===== config.mk =====
export PLATFORM = sky130hd
export DESIGN_NAME = fkt_keepalive_tx
export DESIGN_NICKNAME = d
export VERILOG_FILES = /design/src/hw/fkt_pkg.sv /design/src/hw/fkt_keepalive_tx.sv
export SDC_FILE = /design/constraint.sdc
export NUM_CORES = 1
export LEC_CHECK = 0
export BUFFER_PORTS_ARGS = -buffer_cell sky130_fd_sc_hd__buf_2
export CAP_MARGIN = 20
export CORE_ASPECT_RATIO = 1.75
export CORE_MARGIN = 5
export CORE_UTILIZATION = 63
export CTS_CLUSTER_SIZE = 20
export DETAILED_ROUTE_END_ITERATION = 16
export PLACE_DENSITY = 0.78
export SLEW_MARGIN = 20
export SYNTH_ARGS = -nofsm -noshare
export SYNTH_HDL_FRONTEND = slang
export SYNTH_SLANG_ARGS = --single-unit

===== constraint.sdc =====
create_clock -name clk_sys -period 12.24 [get_ports clk_sys]
set_input_delay 0.612 -clock clk_sys [delete_from_list [all_inputs] [get_ports clk_sys]]
set_output_delay 0.612 -clock clk_sys [all_outputs]
set_load 0.05 [all_outputs]

===== src/hw/fkt_pkg.sv =====
package fkt_pkg;

  // ----------------------------------------------------------------
  // clock and timing
  // ----------------------------------------------------------------
  localparam longint unsigned CLK_FREQ_HZ = 125000000;
  localparam int unsigned CLK_PERIOD_NS = 8;
  // chip period 5.12 ms, kept in ns so the figure stays exact
  localparam int unsigned CHIP_PERIOD_NS = 5120000;
  localparam int unsigned CHIP_CYCLES = CHIP_PERIOD_NS / CLK_PERIOD_NS;

  // ----------------------------------------------------------------
  // packet framing
  // ----------------------------------------------------------------
  localparam int unsigned WORD_CHIPS = 11;
  localparam int unsigned ACTIVE_WORDS = 3;
  localparam int unsigned QUIET_WORDS = 16;
  localparam int unsigned CYCLE_WORDS = ACTIVE_WORDS + QUIET_WORDS;
  // first chip sent is bit 10; 1 = mark, 0 = space
  localparam logic [10:0] ONE_CODE_WORD = 11'h0ED;
  localparam logic [10:0] ZERO_CODE_WORD = ~ONE_CODE_WORD;

  // ----------------------------------------------------------------
  // tones: 32-bit phase increments rounded to nearest
  // ----------------------------------------------------------------
  localparam longint unsigned MARK_TONE_FREQ_HZ = 131250;
  localparam longint unsigned SPACE_TONE_FREQ_HZ = 143750;
  localparam logic [31:0] MARK_FTW = 32'(((MARK_TONE_FREQ_HZ << 32) + CLK_FREQ_HZ / 2) / CLK_FREQ_HZ);
  localparam logic [31:0] SPACE_FTW = 32'(((SPACE_TONE_FREQ_HZ << 32) + CLK_FREQ_HZ / 2) / CLK_FREQ_HZ);

  // ----------------------------------------------------------------
  // output coding and reset values
  // ----------------------------------------------------------------
  localparam logic [7:0] DAC_MID = 8'h80;
  localparam logic [31:0] PHASE_RST = 32'h00000000;

  typedef enum logic [2:0] {
    ST_IDLE = 3'b001,
    ST_ACTIVE = 3'b010,
    ST_QUIET = 3'b100
  } fkt_state_type;

endpackage : fkt_pkg


===== src/hw/fkt_keepalive_tx.sv =====
`timescale 1ns/100ps
module fkt_keepalive_tx #(
  parameter int unsigned CHIP_CYCLES = fkt_pkg::CHIP_CYCLES,
  parameter int unsigned CNT_W = 20,
  parameter int unsigned PWM_W = 6
) (
  input wire logic clk_sys,
  input wire logic rst_b,
  input wire logic txEnable,
  input wire logic txBitValue,
  input wire logic txModeDac,
  output logic toneActive,
  output logic chipMark,
  output logic cycleStart,
  output logic pwmOut,
  output logic [7:0] dacSample
);

  // ----------------------------------------------------------------
  // elaboration checks
  // ----------------------------------------------------------------
  if (CHIP_CYCLES < 2 || CHIP_CYCLES > (2 ** CNT_W)) begin : g_chk_chip
    $error("chip count does not fit the chip timer");
  end
  if (PWM_W < 2 || PWM_W > 8) begin : g_chk_pwm
    $error("pwm carrier width must be 2 to 8 bits");
  end

  localparam logic [CNT_W-1:0] CHIP_LAST = CNT_W'(CHIP_CYCLES - 1);
  localparam logic [3:0] CHIP_IDX_LAST = 4'(fkt_pkg::WORD_CHIPS - 1);
  localparam logic [4:0] ACT_WORD_LAST = 5'(fkt_pkg::ACTIVE_WORDS - 1);
  localparam logic [4:0] QUIET_WORD_LAST = 5'(fkt_pkg::QUIET_WORDS - 1);

  // quarter-wave sine, half-sample offset so the mirror needs no extra entry
  function automatic logic [6:0] fkt_quarter(input logic [2:0] idx);
    logic [6:0] val;
    val = 7'h00;
    unique case (idx)
      3'h0: val = 7'h0C;
      3'h1: val = 7'h25;
      3'h2: val = 7'h3C;
      3'h3: val = 7'h51;
      3'h4: val = 7'h62;
      3'h5: val = 7'h70;
      3'h6: val = 7'h7A;
      3'h7: val = 7'h7E;
    endcase
    return val;
  endfunction : fkt_quarter

  // offset-binary sine from the top five phase bits
  function automatic logic [7:0] fkt_sine(input logic [4:0] ph);
    logic [6:0] mag;
    mag = fkt_quarter(ph[3] ? ~ph[2:0] : ph[2:0]);
    return ph[4] ? (fkt_pkg::DAC_MID - {1'b0, mag}) : (fkt_pkg::DAC_MID + {1'b0, mag});
  endfunction : fkt_sine

  // ----------------------------------------------------------------
  // input synchronisers
  // ----------------------------------------------------------------
  logic [2:0] syncA_q;
  logic [2:0] syncB_q;

  // pins arrive from outside the clock domain; stage A feeds stage B only
  always_ff @(posedge clk_sys or negedge rst_b) begin
    if (!rst_b) begin
      syncA_q <= 3'h0;
      syncB_q <= 3'h0;
    end else begin
      syncA_q <= {txModeDac, txBitValue, txEnable};
      syncB_q <= syncA_q;
    end
  end

  logic enSync;
  logic bitSync;
  logic modeSync;
  assign enSync = syncB_q[0];
  assign bitSync = syncB_q[1];
  assign modeSync = syncB_q[2];

  // ----------------------------------------------------------------
  // packet sequencer
  // ----------------------------------------------------------------
  fkt_pkg::fkt_state_type state_q;
  fkt_pkg::fkt_state_type state_d;
  logic [CNT_W-1:0] chipTimer_q;
  logic [3:0] chipIdx_q;
  logic [4:0] wordIdx_q;
  logic bitLatch_q;
  logic modeLatch_q;
  logic chipEnd;
  logic wordEnd;
  logic startCycle;

  assign chipEnd = (chipTimer_q == CHIP_LAST);
  assign wordEnd = chipEnd && (chipIdx_q == CHIP_IDX_LAST);

  // next state; the quiet gap flows straight into the next packet while enable is held, else back to idle
  always_comb begin
    state_d = state_q;
    startCycle = 1'b0;
    unique case (state_q)
      fkt_pkg::ST_IDLE: begin
        if (enSync) begin
          state_d = fkt_pkg::ST_ACTIVE;
          startCycle = 1'b1;
        end
      end
      fkt_pkg::ST_ACTIVE: begin
        if (wordEnd && wordIdx_q == ACT_WORD_LAST) begin
          state_d = fkt_pkg::ST_QUIET;
        end
      end
      fkt_pkg::ST_QUIET: begin
        if (wordEnd && wordIdx_q == QUIET_WORD_LAST) begin
          startCycle = enSync;
          state_d = enSync ? fkt_pkg::ST_ACTIVE : fkt_pkg::ST_IDLE;
        end
      end
      default: begin
        state_d = fkt_pkg::ST_IDLE;
      end
    endcase
  end

  always_ff @(posedge clk_sys or negedge rst_b) begin
    if (!rst_b) begin
      state_q <= fkt_pkg::ST_IDLE;
    end else begin
      state_q <= state_d;
    end
  end

  // chip timer and chip index run through active and quiet alike
  always_ff @(posedge clk_sys or negedge rst_b) begin
    if (!rst_b) begin
      chipTimer_q <= '0;
      chipIdx_q <= 4'h0;
    end else if (state_q == fkt_pkg::ST_IDLE || startCycle) begin
      chipTimer_q <= '0;
      chipIdx_q <= 4'h0;
    end else if (chipEnd) begin
      chipTimer_q <= '0;
      chipIdx_q <= (chipIdx_q == CHIP_IDX_LAST) ? 4'h0 : chipIdx_q + 4'h1;
    end else begin
      chipTimer_q <= chipTimer_q + CNT_W'(1);
    end
  end

  // word index restarts at each phase change so quiet counts from zero
  always_ff @(posedge clk_sys or negedge rst_b) begin
    if (!rst_b) begin
      wordIdx_q <= 5'h00;
    end else if (state_q == fkt_pkg::ST_IDLE || state_d != state_q) begin
      wordIdx_q <= 5'h00;
    end else if (wordEnd) begin
      wordIdx_q <= wordIdx_q + 5'h01;
    end
  end

  // value and mode held for a whole cycle so a packet never changes midway
  always_ff @(posedge clk_sys or negedge rst_b) begin
    if (!rst_b) begin
      bitLatch_q <= 1'b0;
      modeLatch_q <= 1'b0;
    end else if (startCycle) begin
      bitLatch_q <= bitSync;
      modeLatch_q <= modeSync;
    end
  end

  // ----------------------------------------------------------------
  // chip selection
  // ----------------------------------------------------------------
  logic [10:0] codeWord;
  logic chipNow;
  logic sending;

  assign codeWord = bitLatch_q ? fkt_pkg::ONE_CODE_WORD : fkt_pkg::ZERO_CODE_WORD;
  assign chipNow = codeWord[4'd10 - chipIdx_q];
  assign sending = (state_q == fkt_pkg::ST_ACTIVE);

  // ----------------------------------------------------------------
  // shared phase accumulator
  // ----------------------------------------------------------------
  logic [31:0] phase_q;

  // one accumulator for both tones: switching only changes the step,
  // so the waveform stays continuous across a chip boundary
  always_ff @(posedge clk_sys or negedge rst_b) begin
    if (!rst_b) begin
      phase_q <= fkt_pkg::PHASE_RST;
    end else begin
      phase_q <= phase_q + (chipNow ? fkt_pkg::MARK_FTW : fkt_pkg::SPACE_FTW);
    end
  end

  // ----------------------------------------------------------------
  // output drive
  // ----------------------------------------------------------------
  logic [PWM_W-1:0] pwmCnt_q;
  logic [7:0] sineNow;

  assign sineNow = fkt_sine(phase_q[31:27]);

  // free-running pwm carrier, ~2 MHz at the default width; coarse on purpose,
  // the front-end filter removes the carrier
  always_ff @(posedge clk_sys or negedge rst_b) begin
    if (!rst_b) begin
      pwmCnt_q <= '0;
    end else begin
      pwmCnt_q <= pwmCnt_q + PWM_W'(1);
    end
  end

  // both drives parked when idle: pwm low, dac at midscale
  always_ff @(posedge clk_sys or negedge rst_b) begin
    if (!rst_b) begin
      pwmOut <= 1'b0;
      dacSample <= fkt_pkg::DAC_MID;
    end else begin
      pwmOut <= sending && !modeLatch_q && (sineNow[7 -: PWM_W] > pwmCnt_q);
      dacSample <= (sending && modeLatch_q) ? sineNow : fkt_pkg::DAC_MID;
    end
  end

  // status outputs
  always_ff @(posedge clk_sys or negedge rst_b) begin
    if (!rst_b) begin
      toneActive <= 1'b0;
      chipMark <= 1'b0;
      cycleStart <= 1'b0;
    end else begin
      toneActive <= sending;
      chipMark <= sending && chipNow;
      cycleStart <= startCycle;
    end
  end

endmodule : fkt_keepalive_tx


==> Yosys cells after proc, flatten, opt, wreduce, memory -nomap -nowiden <==
Memory sizes are Yosys's and may differ from the RTL's.
Cells that the tools add are included.
{ "totals": {"wordCells": 69, "rom_bits": 56, "out_inout_bits": 12, "reg_bits": 90, "in_bits": 5, "memories": 1} }
{ "mem_list": {"columns": ["name", "words", "word_bits", "rd", "rd_clocked_by_memory_dff", "write_ports", "line", "rtl"], "rows": [
  ["(name not given)", 8, 7, 1, 0, 0, "fkt_keepalive_tx.sv:38", "unique case (idx)"]
]} }
{ "op_classes": {"n_reduce_logical": 12, "addsub": 8, "order_cmp": 2, "n_mux": 22, "n_eq_ne": 8, "n_bitwise": 1} }
{ "op_table": {"columns": ["operator", "n"], "rows": [
  ["$mux W20", 3],
  ["$add A32 B23 Y32", 1],
  ["$add A20 B1 Y20 const B", 1],
  ["$eq A20 B20 Y1 const B", 1],
  ["$mux W8", 2],
  ["$mux W3", 4],
  ["$mux W4", 3],
  ["$mux W11", 1],
  ["$mux W5", 2],
  ["$pmux W3 S3", 1],
  ["$add A8 B7 Y8 const A", 1],
  ["$sub A8 B7 Y8 const A", 1],
  ["$logic_and A1 B1 Y1", 7],
  ["$add A6 B1 Y6 const B", 1],
  ["$gt A6 B6 Y1", 1],
  ["$add A5 B1 Y5 const B", 1],
  ["$eq A5 B2 Y1 const B", 1],
  ["$eq A5 B4 Y1 const B", 1],
  ["$lt A4 B5 Y1 const B", 1],
  ["$add A4 B1 Y4 const B", 1],
  ["$bmux W1 S4", 1],
  ["$eq A4 B4 Y1 const B", 1],
  ["$reduce_bool A2 Y1", 2],
  ["$sub A4 B4 Y4 const A", 1],
  ["10 further kinds", 13]
]} }

==> Depth between registers and ports, before layout <==
Gate-level depths: netlist of the first run.
{ "depth": {"word_depth": 8, "ltp_mapped": 15, "mapped_depth_nobuf": 14} }

==> Least setup slack after synthesis of the first run <==
No wires, ideal clock.
{ "synth_path": {"path_type": "register to register", "from": "register chipIdx_q[2]", "to": "register phase_q[25]", "path_buffers": 1, "t_arrival_ps": 3889, "setup_ps": 124, "required_time_ps": 12116, "setup_slack_ps": 8227, "synth_period_minus_slack_ps": 4013, "stages_incl_launch_ff": 15, "cell_sequence": "dfrtp_1 clkbuf_1 a21oi_1 xnor2_1 mux2_2 a22o_1 a22oi_1 inv_1 ha_1 nand3_1 o21ai_1 o21ai_0 a2111oi_2 o211ai_1 xnor2_1"} }
{ "synth_between": {"elab_chain_cells": 5} }
{ "synth_lines": {"columns": ["element", "line", "rtl"], "rows": [
  ["start: declaration", "fkt_keepalive_tx.sv:88", "logic [3:0] chipIdx_q;"],
  ["start signal: assignment", "fkt_keepalive_tx.sv:145", "chipIdx_q <= (chipIdx_q == CHIP_IDX_LAST) ? 4'h0 : chipIdx_q + 4'h1;"],
  ["$sub A4 B4 Y4", "fkt_keepalive_tx.sv:181", "assign chipNow = codeWord[4'd10 - chipIdx_q];"],
  ["$bmux W1 S4", "fkt_keepalive_tx.sv:181", null],
  ["$mux W1 (not written as such)", "fkt_keepalive_tx.sv:181", null],
  ["$mux W20", "fkt_keepalive_tx.sv:195", "phase_q <= phase_q + (chipNow ? fkt_pkg::MARK_FTW : fkt_pkg::SPACE_FTW);"],
  ["$add A32 B23 Y32", "fkt_keepalive_tx.sv:195", null],
  ["end signal: assignment", "fkt_keepalive_tx.sv:193", "phase_q <= fkt_pkg::PHASE_RST;"],
  ["end signal: assignment", "fkt_keepalive_tx.sv:195", null],
  ["end: declaration", "fkt_keepalive_tx.sv:187", "logic [31:0] phase_q;"]
]} }
No other way between the ends. The select of a mux whose other input is x is not followed.
A chain may end at the register's enable or synchronous reset.

==> Worst setup path after layout of the first run <==
{ "layout_path": {"from": "register chipIdx_q[2]", "to": "register phase_q[24]"} }
Same word-level chain as after synthesis.

==> results of run 1 <==
[path summary, 6_finish.rpt]
kind | start | end | slack, ns | cells past startpoint
worst max-delay path | chipIdx_q[2] | phase_q[24] | 7.80 | 13
worst min-delay path | rst_b | wordIdx_q[3] | 0.30 | 1
worst max register to register | chipIdx_q[2] | phase_q[24] | 7.80 | 13
worst min register to register | syncA_q[1] | syncB_q[1] | 0.35 | 0
max in group asynchronous | rst_b | chipTimer_q[7] | 11.41 | 1
min in group clk_sys | syncA_q[1] | syncB_q[1] | 0.35 | 0
[cells by family (layout without fill, tap and decap cells)]
logic type,count (synthesis),after routing,synth area share
AOI/OAI and AO/OA,84,84,0.115
buffers and inverters,37,59,0.0300
DFF,88,88,0.467
and+or+nand+nor,176,176,0.188
xor gates and xnor gates,55,55,0.102
adders and majority gates,32,32,0.0865
muxes,4,4,0.0111
[area by class of cell]
cell class / count / area (um2)
multi-input cells: 351 / 2370
flip-flops and latches: 88 / 2200
fillers: 556 / 2130
clock buffers: 9 / 225
well taps: 86 / 108
repair buffers: 18 / 101
inverters: 25 / 93.8
clock inverters: 7 / 53.8
[metrics by stage]
| step | setup WS, ns | hold WS [ns] | power [mW] | utilization | instances |
|---|---|---|---|---|---|
| 2_1_floorplan | 8.23 | 0.316 | 0.990 | - | 476 |
| 3_3_place_gp | 7.79 | 0.336 | 1.12 | 0.668 | 567 |
| 3_5_place_dp | 7.61 | 0.340 | 1.15 | 0.668 | 567 |
| 4_1_cts | 7.60 | 0.354 | 1.41 | 0.706 | 583 |
| 5_1_grt | 7.55 | 0.359 | 1.54 | 0.708 | 584 |
| 6_report | 7.80 | 0.302 | 1.42 | 0.708 | 584 |
[power groups by stage]
stage	Sequential, mW	Combinational, mW	Clock (mW)
floorplan	0.432	0.558	0
global placement	0.431	0.692	0
detailed placement	0.432	0.714	0
CTS	0.428	0.725	0.259
global route	0.438	0.829	0.273
finish	0.429	0.739	0.257
[cells in the mapped netlist, types with 3 or more instances]
cell / n
a2111oi_0: 3
a211o_1: 3
a211oi_1: 3
a21o_1: 3
a21oi_1: 25
a31oi_1: 6
and3_1: 11
clkbuf_1: 10
dfrtp_1: 86
ha_1: 31
inv_1: 25
nand2_1: 44
nand3_1: 16
nand4_1: 11
nand4b_1: 3
nor2_1: 54
nor2b_1: 5
nor3_1: 14
o211ai_1: 6
o21ai_0: 17
xnor2_1: 29
xor2_1: 26
[sequential cells by signal (all words and copies together) (netlist names), 3 cells and up]
name and count:
chipIdx_q 4, chipTimer_q 20, dacSample 8, phase_q 30, pwmCnt_q 6, state_q 3, syncA_q 3, syncB_q 3
wordIdx_q 5
[per-layer routing]
metal,wire length [um],vias to the layer above
met4,341,0
met5,0,-
met1,3620,1724
met2,5170,93
li1,-,1703
met3,296,36
==> results.txt, run 1 <==
----------------------------------------------------
[Setup path]
  Cell-by-cell trace of the critical path ... a21oi_1 > xnor2_1 > mux2_2 > a22o_1 > a22oi_1 > buf_4 > ha_1 > a211oi_1 > nor3_1 > a2111oi_0 > a21oi_1 > o21ai_0 > xnor2_1
  Type of destination of the critical path ... flop
  Critical Path Start Type ... flop
  Number of buffer and inverter instances along the worst setup path ... 1
  Family with the most delay on the worst path ... compound AO/OA/AOI/OAI gates
  Largest fanout of any net on the critical path ... 8
  CP peak stage delay ... 0.55 ns
  Critical path's slowest cell ... a2111oi_0
  Type of the worst setup path ... reg -> reg
  CP arrival ... 4.70 ns
  Required time of the critical path ... 12.50 ns

[GRT]
  GRT Overall Usage ... 0.220
  Fraction of met2 tracks used by global routing ... 0.386
  Met3 track utilization from global routing ... 0.0428
  Vias in the first global route ... 3675
  GRT Residual Overflow ... 0
  First-pass GRT wire length ... 16.2 mm
  Most used routing layer in global routing ... met2
  Met1 Usage GRT ... 0.234
  Initial antenna violation count ... 0
  Maximum number of pins on one net before global-route repair ... 89

[Layout]
  Most common library cell in the layout ignoring fill and taps ... dfrtp_1
  Inserted Diodes ... 0
  Fraction of layout cells with a size suffix above 1 ... 0.0924
  Area of all placed cells without fillers ... 5160 um2
  Area growth from synthesis to layout ... 9.34%
  Number of nets in the layout ... 530
  Commonest non-fill, non-tap cells in the layout ... 86 x dfrtp_1, 54 x nor2_1, 44 x nand2_1

[Detailed routing]
  Final routed wirelength across all metal layers ... 9.43 mm
  Remaining routing DRC violations ... 0
  Drt via density ... 6.09
  Iter 0 DRT Violations ... 184
  Drt pass-1 iters ... 4
  Via count ... 3556
  Routed length per instance ... 16.1 um
  Remaining antenna violation count ... 0

[Die]
  Horizontal die dimension ... 75.4 um
  I/O pin count ... 17
  Initial Util ... 0.648
  CORE AREA ... 7280 um2
  Overall die height ... 124 um
  Number of core rows ... 41
  Total die area ... 9390 um2

[Status]
  Run status ... finished clean

[Synth]
  Ys async rst share ... 1.00
  Number of enable-type register cells in the synthesized netlist ... 0
  Cell type with the largest total area after synthesis ... dfrtp_1
  Mapped cell area ... 4720 um2
  Yosys reg bits ... 88
  Number of warning messages in the yosys log ... 0
  Count of different cell masters after synthesis ... 54
  Proportion of netlist area held by the largest area contributor ... 0.456
  Sequential share of the synthesized area ... 0.467
  Net count after synthesis ... 513
  Top post-synthesis cells by area ... dfrtp_1 46%, ha_1 8.2%, xnor2_1 5.4%
  Syn avg cell area ... 9.91 um2
  Prevailing post-synth register cell ... dfrtp_1
  Syn Inst Count ... 476

[STA]
  Final number of hold-violating endpoints ... 0
  Final Slew Violations ... 0
  Setup TNS Final ... 0 ns
  Minimum period implied by the final worst setup slack ... 4.44 ns
  Post-route fraction of the period consumed by the critical path ... 0.362
  Worst slew slack as a fraction of its limit ... 0.496
  Highest attainable clock frequency ... 225 MHz
  Measured slew at the worst slew-check pin ... 0.756 ns
  Worst clock skew ... 0.00769 ns
  Final setup violating endpoints ... 0
  Unrepaired setup endpoints after global routing ... no

[Place]
  Number of buffers inserted by port buffering ... 16
  Final RePlAce weighted congestion ... 0.973
  Placed standard-cell area ... 4870 um2
  Final HPWL DP ... 6.65 mm

[Pwr]
  Relative contribution of combinational cells to total power ... 0.518
  Switching power total ... 0.623 mW
  Areal power density over the cells ... 276 nW/um2
  Maximum vdd drop ... 0.000275 V
  Clock power share ... 0.180
  Leak pwr ... 2.36 nW
  Switching share of total power ... 0.437
  Reg power frac ... 0.301
  Internal power component ... 0.802 mW

[Clocking]
  Cell at the root of the clock tree ... clkbuf_16
  Max clock buf depth ... 2
  Buffers inserted by post-CTS timing repair ... 0
  CTS Hold Bufs ... 0
  CTS tree ... yes
  CTS Buf Count ... 9
  Number of sinks on the clock net ... 88
  Number of levels in the clock H-tree ... 3
  Number of gates given a new drive strength after cts ... 0
  CTS clock-pin slew for the worst setup and hold paths ... 0.07 ns
  Clock latency of the later-clocked register in the worst-skew pair ... 0.34 ns

[Worst hold path]
  Type of the tightest min-delay check ... in -> async

[Run]
  Total of max-cap violations ... 0

----------------------------------------------------
Power figures use the tool's default switching activity.
==> run 2: changes to the inputs <==
--- a/config.mk
+++ b/config.mk
@@ -5,14 +5,15 @@
 export SDC_FILE = /design/constraint.sdc
 export NUM_CORES = 1
 export LEC_CHECK = 0
+export ABC_AREA = 1
 export BUFFER_PORTS_ARGS = -buffer_cell sky130_fd_sc_hd__buf_2
 export CAP_MARGIN = 20
 export CORE_ASPECT_RATIO = 1.75
 export CORE_MARGIN = 5
-export CORE_UTILIZATION = 63
+export CORE_UTILIZATION = 56
 export CTS_CLUSTER_SIZE = 20
 export DETAILED_ROUTE_END_ITERATION = 16
-export PLACE_DENSITY = 0.78
+export PLACE_DENSITY = 0.73
 export SLEW_MARGIN = 20
 export SYNTH_ARGS = -nofsm -noshare
 export SYNTH_HDL_FRONTEND = slang
==> constraint.sdc (replaced) <==
create_clock -name clk_sys -period 3.7 [get_ports clk_sys]
set_input_delay 0.185 -clock clk_sys [delete_from_list [all_inputs] [get_ports clk_sys]]
set_output_delay 0.185 -clock clk_sys [all_outputs]
set_load 0.05 [all_outputs]
==> results.txt, run 2 <==
----------------------------------------------------
[Die]
  Initial Util ... 0.563
  Overall die height ... 136 um
  Total die area ... 11100 um2
  CORE AREA ... 8980 um2
  Number of core rows ... 46
  I/O pin count ... 17
  Horizontal die dimension ... 81.8 um

[Layout]
  Max FFs per register ... 30
  Number of nets in the layout ... 656
  Commonest non-fill, non-tap cells in the layout ... 112 x nand2_1, 86 x dfrtp_1, 73 x inv_1
  Inserted Diodes ... 0
  Area growth from synthesis to layout ... 10.7%
  Most common library cell in the layout ignoring fill and taps ... nand2_1
  Largest register by flop count ... phase_q
  FILL cells ... 805
  Fraction of layout cells with a size suffix above 1 ... 0.130
  Regs by FF count ... phase_q x30, chipTimer_q x20, dacSample x8

[GRT]
  Met1 Usage GRT ... 0.208
  Maximum number of pins on one net before global-route repair ... 62
  GRT Overall Usage ... 0.208
  Initial antenna violation count ... 0
  First-pass GRT wire length ... 17.6 mm
  Most used routing layer in global routing ... met2
  Vias in the first global route ... 4116
  Fraction of met2 tracks used by global routing ... 0.390
  Met3 track utilization from global routing ... 0.0373
  GRT Residual Overflow ... 0

[Clocking]
  CTS clock-pin slew for the worst setup and hold paths ... 0.07 ns
  CTS tree ... yes
  Number of levels in the clock H-tree ... 3
  Buffers inserted by post-CTS timing repair ... 0
  Max clock buf depth ... 2
  CTS Buf Count ... 9
  Number of sinks on the clock net ... 88
  Cell at the root of the clock tree ... clkbuf_16
  Clock latency of the later-clocked register in the worst-skew pair ... 0.35 ns

[Setup path]
  Largest fanout of any net on the critical path ... 12
  Cell-by-cell trace of the critical path ... ha_1 > xnor2_1 > xnor2_1 > nand2_1 > o211ai_1 > nand2_1 > inv_1 > ha_1 > nand2_1 > nor2_1 > inv_1 > nor2_1 > nand4_1 > nand3_1 > nand2_1 > nand2_1 > nand2_1 > xor2_1
  Type of the worst setup path ... reg -> reg
  Required time of the critical path ... 3.94 ns
  CP peak stage delay ... 0.42 ns
  CP arrival ... 3.61 ns
  Critical path's slowest cell ... dfrtp_1
  Crit-path most repeated cell ... nand2_1
  Type of destination of the critical path ... flop
  Critical Path Start Type ... flop

[Detailed routing]
  Via count ... 3918
  Drt via density ... 5.27
  Remaining antenna violation count ... 0
  Remaining routing DRC violations ... 0
  Routed length per instance ... 14.0 um
  Final routed wirelength across all metal layers ... 10.4 mm
  Iter 0 DRT Violations ... 191
  Drt pass-1 iters ... 4

[STA]
  Measured slew at the worst slew-check pin ... 0.772 ns
  Worst clock skew ... 0.0110 ns
  Worst setup slack after layout ... 0.330 ns
  Final setup violating endpoints ... 0
  Final Slew Violations ... 0
  Final number of hold-violating endpoints ... 0
  Highest attainable clock frequency ... 297 MHz
  Post-route fraction of the period consumed by the critical path ... 0.911
  Hold slack final ... 0.362 ns
  Setup TNS Final ... 0 ns
  Unrepaired setup endpoints after global routing ... no
  Worst slew slack as a fraction of its limit ... 0.485
  Minimum period implied by the final worst setup slack ... 3.37 ns

[Place]
  Number of buffers inserted by port buffering ... 16
  Dpl ws ... 0.347 ns
  Final RePlAce weighted congestion ... 0.878
  Final HPWL DP ... 8.03 mm

[Pwr]
  Areal power density over the cells ... 762 nW/um2
  Maximum vdd drop ... 0.000541 V
  Overall power of the completed layout ... 4.27 mW
  Leak pwr ... 2.70 nW

[Synth]
  Cell type with the largest total area after synthesis ... dfrtp_1
  Proportion of netlist area held by the largest area contributor ... 0.426
  Most numerous cell types in the synthesized netlist ... 112 x nand2_1, 86 x dfrtp_1, 73 x inv_1, 62 x nor2_1, 37 x xor2_1
  Top-count cell post-synth ... nand2_1
  Prevailing post-synth register cell ... dfrtp_1
  Net count after synthesis ... 626
  Yosys reg bits ... 88
  Number of enable-type register cells in the synthesized netlist ... 0
  Ys async rst share ... 1.00
  Top post-synthesis cells by area ... dfrtp_1 43%, nand2_1 8.3%, ha_1 7.7%
  Number of warning messages in the yosys log ... 0
  Syn Inst Count ... 589
  Sequential share of the synthesized area ... 0.436
  Mapped cell area ... 5050 um2
  Syn avg cell area ... 8.58 um2
  Count of different cell masters after synthesis ... 48

[Worst hold path]
  Type of the tightest min-delay check ... reg -> reg

[Status]
  Run status ... finished clean

[Run]
  Total of max-cap violations ... 0

----------------------------------------------------
run 2: cell types whose count changed after synthesis, moves of 6 or more:
cell / delta
o21ai_0: +13
nand2_2: +6
inv_1: +48
nor2_1: +8
nand3_1: +14
clkbuf_1: -10
nand4_1: -8
xnor2_1: -19
xor2_1: +11
and3_1: -9
nand2_1: +68
nor2_2: +15
run 2: final timing paths:
path                                    from            to  cells after the start  slack [ns]
worst max-delay path            chipIdx_q[1]   phase_q[28]                     18        0.33
worst min-delay path              syncA_q[2]    syncB_q[2]                      0        0.36
worst max register to register  chipIdx_q[1]   phase_q[28]                     18        0.33
worst min register to register    syncA_q[2]    syncB_q[2]                      0        0.36
max in group asynchronous              rst_b  dacSample[7]                      3        2.33
min in group asynchronous              rst_b  wordIdx_q[2]                      2        0.47
run 2: layout make-up:
cell class | instances | area, um2 | area share
clock inverter | 5 | 38.8 | 0.00693
inverter | 78 | 293 | 0.0523
sequential | 88 | 2200 | 0.394
clock buffer | 11 | 243 | 0.0434
multi-input combinational | 421 | 2540 | 0.454
tap | 120 | 150 | 0.0268
timing repair buffer | 21 | 130 | 0.0232
run 2: layer usage:
metal | up-vias | wire length, um
li1 | 1947 | -
met2 | 65 | 5910
met4 | 0 | 373
met3 | 24 | 268
met1 | 1882 | 3860
met5 | - | 0
run 2: per-stage QoR:
stage	util	cell area [um2]	instances
floorplan	-	5050	589
global placement	0.588	5280	724
detailed placement	0.588	5280	724
CTS	0.623	5600	744
global route	0.623	5600	744
finish	0.623	5600	744
run 2: what timing repair did:
item	CTS	global route
endpoints found under the hold margin	62	0
setup endpoints to repair	0	0
hold buffers	4	0
gates resized for setup	0	0
run 2: cell families (layout without fill, tap and decap cells):
logic type                 Yosys count  after routing  share of synthesized area
and+or+nand+nor                    261            261                      0.245
DFF                                 88             88                      0.436
AOI/OAI and AO/OA                   81             81                     0.0953
buffers and inverters               80            115                     0.0616
xor gates and xnor gates            47             47                     0.0814
adders and majority gates           32             32                     0.0807
run 2: power by group:
part	switching (mW)	internal, mW
Combinational	1.33	0.713
Sequential	0.165	1.20
Clock	0.384	0.478
run 2: worst max-delay path: cells and delay by family, from the launching register on:
family | cells | cell delay [ns]
simple gates | 10 | 1.41
xor+xnor | 3 | 0.52
flops | 1 | 0.42
fa+ha+maj | 2 | 0.62
compound gates | 1 | 0.07
buf+inv | 2 | 0.22
